--- src/design/bmsd_pkg.sv ---
// shared types, constants and decode for the boot-mode strap decoder
package bmsd_pkg;
	// one-hot boot modes
	typedef enum logic [4:0] {
		BMSD_NO_BOOT = 5'h01,
		BMSD_HOST = 5'h02,
		BMSD_LINK = 5'h04,
		BMSD_EPROM = 5'h08,
		BMSD_RSVD = 5'h10
	} bmsd_mode_t;

	// one strap group as seen on its pins
	typedef struct packed {
		logic eprom;
		logic link;
		logic sel;
	} bmsd_strap_t;

	// decoded boot mode with its valid flag
	typedef struct packed {
		bmsd_mode_t mode;
		logic valid;
	} bmsd_boot_t;

	// cycles the synchronised straps must stay steady before latching
	localparam logic [1:0] BMSD_SETTLE_CYC = 2'h3;
	// edges before the last synchroniser stage holds a real pin sample
	localparam logic [1:0] BMSD_SYNC_FILL = 2'h3;
	localparam bmsd_mode_t BMSD_MODE_RST = BMSD_NO_BOOT;
	localparam logic BMSD_CS_N_RST = 1'h1;
	localparam logic BMSD_OE_N_RST = 1'h1;
	localparam int BMSD_NUM_PROC = 4;
	localparam int BMSD_PROC_A = 0;

	// strap group to boot mode
	function automatic bmsd_mode_t bmsd_decode(input bmsd_strap_t s);
		bmsd_mode_t m;
		m = BMSD_RSVD;
		if (s.eprom) begin
			m = s.link ? BMSD_RSVD : BMSD_EPROM;
		end else if (s.sel) begin
			m = s.link ? BMSD_LINK : BMSD_HOST;
		end else begin
			m = s.link ? BMSD_RSVD : BMSD_NO_BOOT;
		end
		return m;
	endfunction
endpackage

--- src/design/bmsd_group.sv ---
// one strap group: pin synchroniser, mode latch and boot chip select
`timescale 1ns/1ps
module bmsd_group (
	// clock and reset
	input wire logic clk_in,
	input wire logic nrst_in,
	// strap pins of the group
	input wire bmsd_pkg::bmsd_strap_t strap_in,
	// bus ownership, same clock domain
	input wire logic drive_ok_in,
	input wire logic cs_req_n_in,
	// results
	output bmsd_pkg::bmsd_boot_t boot_out,
	output logic cs_n_out,
	output logic oe_n_out
);
	typedef struct packed {
		bmsd_pkg::bmsd_strap_t s1;
		bmsd_pkg::bmsd_strap_t s2;
		bmsd_pkg::bmsd_strap_t s3;
		logic [1:0] cnt;
		logic [1:0] fill;
		bmsd_pkg::bmsd_boot_t boot;
		logic cs_n;
		logic oe_n;
	} bmsd_grp_t;

	localparam bmsd_grp_t GRP_RST = '{
		s1: '0, s2: '0, s3: '0, cnt: 2'h0, fill: 2'h0,
		boot: '{mode: bmsd_pkg::BMSD_MODE_RST, valid: 1'h0},
		cs_n: bmsd_pkg::BMSD_CS_N_RST, oe_n: bmsd_pkg::BMSD_OE_N_RST};

	bmsd_grp_t q, d;
	logic drive;

	// sample once after release, then hold until the next reset
	always_comb begin
		d = q;
		d.s1 = strap_in;
		d.s2 = q.s1;
		d.s3 = q.s2;
		// reset values in the chain must not pass for a settled strap
		if (q.fill != bmsd_pkg::BMSD_SYNC_FILL) begin
			d.fill = 2'(q.fill + 2'h1);
		end
		if (!q.boot.valid && (q.fill == bmsd_pkg::BMSD_SYNC_FILL)) begin
			if (q.s2 == q.s3) begin
				if (q.cnt == bmsd_pkg::BMSD_SETTLE_CYC) begin
					d.boot.mode = bmsd_pkg::bmsd_decode(q.s3);
					d.boot.valid = 1'h1;
				end else begin
					d.cnt = 2'(q.cnt + 2'h1);
				end
			end else begin
				d.cnt = 2'h0; // a glitch restarts the settle wait
			end
		end
		drive = q.boot.valid && (q.boot.mode == bmsd_pkg::BMSD_EPROM) &&
			drive_ok_in;
		d.oe_n = !drive;
		d.cs_n = drive ? cs_req_n_in : 1'h1;
	end

	// state register, synchronous reset
	always_ff @(posedge clk_in) begin
		if (!nrst_in) begin
			q <= GRP_RST;
		end else begin
			q <= d;
		end
	end

	assign boot_out = q.boot;
	assign cs_n_out = q.cs_n;
	assign oe_n_out = q.oe_n;
endmodule

--- src/design/bmsd_top.sv ---
// boot-mode strap decoder for a four-processor module
// Overview of operation
// - eprom strap high, link strap low: group boots from a byte-wide eprom
// - eprom low: link strap and select pin pick host, link, none, reserved
// - eprom high, link low: select pin drives the eprom chip select
// - select pin and link strap low outside eprom mode: no boot, run from external memory
// - select pin is driven only in eprom mode, otherwise it is an input
// - only the current bus master drives the boot chip select
// - chip select floats while bus suspend is asserted or as bus slave
// - processor a uses its own straps, b c d share one group
`timescale 1ns/1ps
module bmsd_top (
	// clock and reset
	input wire logic clk_in,
	input wire logic nrst_in,
	// strap pins, processor a
	input wire logic eprom_boot_strap_a_in,
	input wire logic link_boot_strap_a_in,
	input wire logic boot_select_a_in,
	// strap pins, processors b c d
	input wire logic eprom_boot_strap_bcd_in,
	input wire logic link_boot_strap_bcd_in,
	input wire logic boot_select_bcd_in,
	// bus state, pin and per processor core signals (index 0 is a)
	input wire logic bus_suspend_n_in,
	input wire logic [3:0] bus_master_in,
	input wire logic [3:0] eprom_cs_req_n_in,
	// boot select pin drivers, enable low while driving
	output logic boot_select_a_out,
	output logic boot_select_a_oe_n_out,
	output logic boot_select_bcd_out,
	output logic boot_select_bcd_oe_n_out,
	// decoded mode per processor and run-from-memory flags
	output bmsd_pkg::bmsd_boot_t [3:0] boot_mode_out,
	output logic [3:0] ext_exec_out
);
	typedef struct packed {
		logic sus1;
		logic sus2;
		logic sus3;
		logic suspended;
		bmsd_pkg::bmsd_boot_t [3:0] mode;
		logic [3:0] ext_exec;
	} bmsd_top_st_t;

	localparam bmsd_top_st_t TOP_RST = '{
		sus1: 1'h1, sus2: 1'h1, sus3: 1'h1, suspended: 1'h0,
		mode: {4{bmsd_pkg::bmsd_boot_t'{mode: bmsd_pkg::BMSD_MODE_RST,
			valid: 1'h0}}},
		ext_exec: 4'h0};

	bmsd_top_st_t q, d;
	bmsd_pkg::bmsd_boot_t boot_a, boot_bcd;
	bmsd_pkg::bmsd_strap_t strap_a, strap_bcd;
	logic ok_a, ok_bcd, req_bcd_n;

	// group pins gathered for the decoders
	assign strap_a = '{eprom: eprom_boot_strap_a_in,
		link: link_boot_strap_a_in, sel: boot_select_a_in};
	assign strap_bcd = '{eprom: eprom_boot_strap_bcd_in,
		link: link_boot_strap_bcd_in, sel: boot_select_bcd_in};

	// drive only as master and not suspended
	assign ok_a = bus_master_in[0] && !q.suspended;
	assign ok_bcd = (|bus_master_in[3:1]) && !q.suspended;
	// the shared pin takes the request of whichever of b c d is master
	assign req_bcd_n = &(eprom_cs_req_n_in[3:1] | ~bus_master_in[3:1]);

	// processor a on its own straps
	bmsd_group u_grp_a (
		.clk_in(clk_in),
		.nrst_in(nrst_in),
		.strap_in(strap_a),
		.drive_ok_in(ok_a),
		.cs_req_n_in(eprom_cs_req_n_in[0]),
		.boot_out(boot_a),
		.cs_n_out(boot_select_a_out),
		.oe_n_out(boot_select_a_oe_n_out)
	);

	// b c d on one shared group
	bmsd_group u_grp_bcd (
		.clk_in(clk_in),
		.nrst_in(nrst_in),
		.strap_in(strap_bcd),
		.drive_ok_in(ok_bcd),
		.cs_req_n_in(req_bcd_n),
		.boot_out(boot_bcd),
		.cs_n_out(boot_select_bcd_out),
		.oe_n_out(boot_select_bcd_oe_n_out)
	);

	// suspend pin sync and per processor fan-out of the modes
	always_comb begin
		d = q;
		d.sus1 = bus_suspend_n_in;
		d.sus2 = q.sus1;
		d.sus3 = q.sus2;
		// filtered level only moves when the last two stages agree
		if (q.sus2 == q.sus3) begin
			d.suspended = !q.sus3;
		end
		d.mode[bmsd_pkg::BMSD_PROC_A] = boot_a;
		for (int i = 1; i < bmsd_pkg::BMSD_NUM_PROC; i++) begin
			d.mode[i] = boot_bcd;
		end
		// no boot means execute from external memory
		for (int i = 0; i < bmsd_pkg::BMSD_NUM_PROC; i++) begin
			d.ext_exec[i] = d.mode[i].valid &&
				(d.mode[i].mode == bmsd_pkg::BMSD_NO_BOOT);
		end
	end

	// state register; reset assumed held at power-up by the system
	always_ff @(posedge clk_in) begin
		if (!nrst_in) begin
			q <= TOP_RST;
		end else begin
			q <= d;
		end
	end

	assign boot_mode_out = q.mode;
	assign ext_exec_out = q.ext_exec;
endmodule

--- config.mk ---
export PLATFORM = sky130hd
export DESIGN_NAME = bmsd_top
export DESIGN_NICKNAME = d
export VERILOG_FILES = /design/src/design/bmsd_pkg.sv /design/src/design/bmsd_group.sv /design/src/design/bmsd_top.sv
export SDC_FILE = /design/constraint.sdc
export NUM_CORES = 1
export LEC_CHECK = 0
export BUFFER_PORTS_ARGS = -buffer_cell sky130_fd_sc_hd__buf_2
export CAP_MARGIN = 20
export CORE_MARGIN = 8
export CORE_UTILIZATION = 30
export DETAILED_ROUTE_END_ITERATION = 7
export GPL_ROUTABILITY_DRIVEN = 0
export MAX_ROUTING_LAYER = met4
export SKIP_CTS_REPAIR_TIMING = 1
export SLEW_MARGIN = 10
export SYNTH_ARGS = -nofsm -noshare
export SYNTH_HDL_FRONTEND = slang
export SYNTH_SLANG_ARGS = --single-unit
--- constraint.sdc ---
create_clock -name clk_in -period 3.1 [get_ports clk_in]
set_input_delay 0 -clock clk_in [delete_from_list [all_inputs] [get_ports clk_in]]
set_output_delay 0 -clock clk_in [all_outputs]
set_load 0.01 [all_outputs]
==> impl_metrics.py <==
metrics = {
    "status": {
        "status": "complete, no violations",
    },
    "synthesis": {
        "synth_area_per_cell_sq_um": 10.4,
        "yosys.cell_types.count": 40,
        "yosysMostFrequentCell": "dfxtp_1",
        "synth-seq-area-share": 0.504,
        "synth_seq_cells": 60,
        "synth_fa_ha_area_frac": 0.0210,
        "synth_edf_count": 0,
        "synth_xor_area_frac": 0.0430,
        "ys_top_cells_by_count": "dfxtp_1, and2_1, buf_4",
        "synth_top_family_by_area": "simple AND/OR/NAND/NOR gates",
        "syn-num-nets": 251,
        "yosys-top-cells-area": "dfxtp_1, buf_4, and2_1",
        "synth-main-ff-cell": "dfxtp_1",
        "synth.area.mux_share": 0.0252,
        "synth-async-reset-ratio": 0,
        "yosysTopAreaCell": "dfxtp_1",
        "synth_top_area_share": 0.504,
        "synth_area_sq_mm": 0.00238,
        "synth-compound-area-share": 0.0535,
        "yosys_warnings": 0,
        "syn_inst": 230,
        "synth_simple_gate_area_frac": 0.245,
    },
    "floorplan": {
        "chipWidth_um": 105,
        "num_rows": 32,
        "core_area_sq_mm": 0.00773,
        "ios": 49,
        "initial_core_util": 0.308,
        "die-area_sq_mm": 0.0111,
        "die_h_um": 105,
    },
    "timing": {
        "slew_headroom": 0.664,
        "rsz0062_at_grt": "no",
        "layout_min_cycle_time_ns": 1.57,
        "clock_skew_ns": 0.00439,
        "hold_violations": 0,
        "max_freq_ghz": 0.638,
        "slew_violations": 0,
        "fin_tns_setup_ns": 0,
        "setup_viol": 0,
        "post-route-period-util": 0.506,
        "worst_pin_slew_ns": 0.501,
    },
    "setup_path": {
        "worstPathMaxFanout": 9,
        "critPathArrivalTime_ns": 1.74,
        "startpoint_type": "register",
        "cp.required_ns": 3.28,
        "worstSetupPathType": "register to register",
        "endpoint_kind": "register",
    },
    "run": {
        "maxCapViolations": 0,
    },
    "global_routing": {
        "grt.total_usage": 0.0720,
        "grt_max_degree": 59,
        "grt-ovfl-total": 0,
        "grt_pass1_wl_um": 6350,
        "grt_antenna_before_repair": 0,
        "grt_pass1_vias": 1426,
    },
    "power": {
        "peakVddDrop_mv": 0.165,
        "p_per_area_mw_per_mm2": 542,
        "p_leak_nw": 1.18,
        "power.total_w": 0.00150,
    },
    "placement": {
        "hpwl_um": 2630,
        "io_buffers": 48,
        "dpl_cell_area_sq_mm": 0.00251,
    },
    "clocking": {
        "cts_max_level": 3,
        "clock_path_buffers": 2,
        "numCtsBuffers": 9,
        "cts.sinks": 60,
        "path_clk_slew_ns": 0.06,
        "cts_tree": "yes",
        "cts_root_buffer": "clkbuf_8",
        "clkLatencyLatePin_ns": 0.31,
    },
    "drt": {
        "drt-pass1-iter-count": 4,
        "initialDrtViolationCount": 65,
        "via_count": 1485,
        "avgRoutedWirePerCell_um": 10.0,
        "vias_per_cell": 4.02,
        "drc": 0,
        "ant_nets": 0,
        "wirelength_um": 3690,
    },
    "cells_and_area": {
        "area_growth_pct": 16.0,
        "finalNetCount": 284,
        "drive_gt1_frac": 0.255,
        "stdcell_area_sq_mm": 0.00276,
        "antenna_cells": 0,
    },
    "min_path": {
        "min_path_type": "input pin to register",
    },
}
kinds of logic (layout without fill, tap and decap cells):
| family | count (synthesis) | count (layout) |
|---|---|---|
| buffers and inverters | 39 | 76 |
| AND/OR/NAND/NOR | 93 | 93 |
| adder cells (fa/ha/maj) | 4 | 4 |
| AO/OA/AOI/OAI | 18 | 18 |
| XOR/XNOR | 10 | 10 |
| flip-flops | 60 | 60 |
| multiplexers | 6 | 6 |
metrics by stage:
step	instances	worst slack, ns	util	hold WS (ns)
after global routing	369	1.36	0.358	0.0434
final	369	1.53	0.358	0.0444
after global placement	346	1.56	0.325	0.190
after CTS	361	1.52	0.347	-0.138
after floorplan	230	1.70	-	0.101
after detailed placement	346	1.49	0.325	0.194
cell usage in the layout, fill, tap and decap left out, types with 2 or more instances in the layout:
master         Yosys  layout
xor2_1             4       4
inv_1              4       4
nand3_1            2       2
nor2b_1           10      10
o22ai_1            4       4
clkbuf_8           0      11
nor2_1             9       9
and2_1            30      30
nor4_4             2       2
ha_1               4       4
xor2_2             2       2
a41oi_1            2       2
mux2i_1            6       6
dfxtp_1           60      60
clkinv_2           0       2
nor3_1             3       3
dlygate4sd3_1      0       8
xnor2_1            4       4
nand2_1            9       9
clkbuf_1           6       2
a31oi_1            2       2
buf_2              0      48
nand3b_1           3       3
o21ai_1            2       2
nand2b_1          13      13
a21boi_1           3       3
o31a_1             2       2
final cells by class:
type	count	area (sq um)
fill	805	4960
sequential	60	1200
multi-input combinational	131	923
timing repair buffer	57	328
clock buffer	13	159
tap	102	128
inverter	4	15.0
clock inverter	2	10.0
registers in the layout, indices dropped and copies added, names as in the netlist:
| register | count |
|---|---|
| boot_mode_out | 12 |
| d | 2 |
| ext_exec_out | 2 |
| q | 2 |
| u_grp_a.boot_out | 6 |
| u_grp_a.cs_n_out | 1 |
| u_grp_a.d | 6 |
| u_grp_a.oe_n_out | 1 |
| u_grp_a.q | 7 |
| u_grp_bcd.boot_out | 6 |
| u_grp_bcd.cs_n_out | 1 |
| u_grp_bcd.d | 6 |
| u_grp_bcd.oe_n_out | 1 |
| u_grp_bcd.q | 7 |
worst max-delay path, cell delays in order, from the launching register on:
cell      delay (ns)
dfxtp_1         0.35
ha_1            0.26
nand3b_1        0.14
nor4_4          0.40
o31a_1          0.23
o21ai_1         0.05
power by group:
part	total [W]	internal [W]	switching, W
Clock	0.000587	0.000327	0.000260
Sequential	0.000812	0.000797	0.0000157
Combinational	0.0000992	0.0000535	0.0000457
layer usage:
layer | vias up | track usage | routed length (um)
li1 | 791 | - | -
met1 | 641 | 0.0804 | 1850
met2 | 49 | 0.0919 | 1360
met3 | 4 | 0.0448 | 416
met4 | 0 | 0.0489 | 64
met5 | - | - | 0
path summary, 6_finish.rpt:
kind,startpoint,endpoint,cells after the start,slack [ns]
worst max-delay path,u_grp_bcd.q[8]$_SDFFE_PN0P_,u_grp_bcd.boot_out[1]$_SDFFE_PN1P_,5,1.53
worst min-delay path,bus_master_in[0],u_grp_a.oe_n_out$_SDFF_PN1_,3,0.04
worst max register to register,u_grp_bcd.q[8]$_SDFFE_PN0P_,u_grp_bcd.boot_out[1]$_SDFFE_PN1P_,5,1.53
worst min register to register,d[30]$_SDFF_PN1_,d[29]$_SDFF_PN1_,1,0.41
Note: power is estimated with default switching activity, not from simulation.
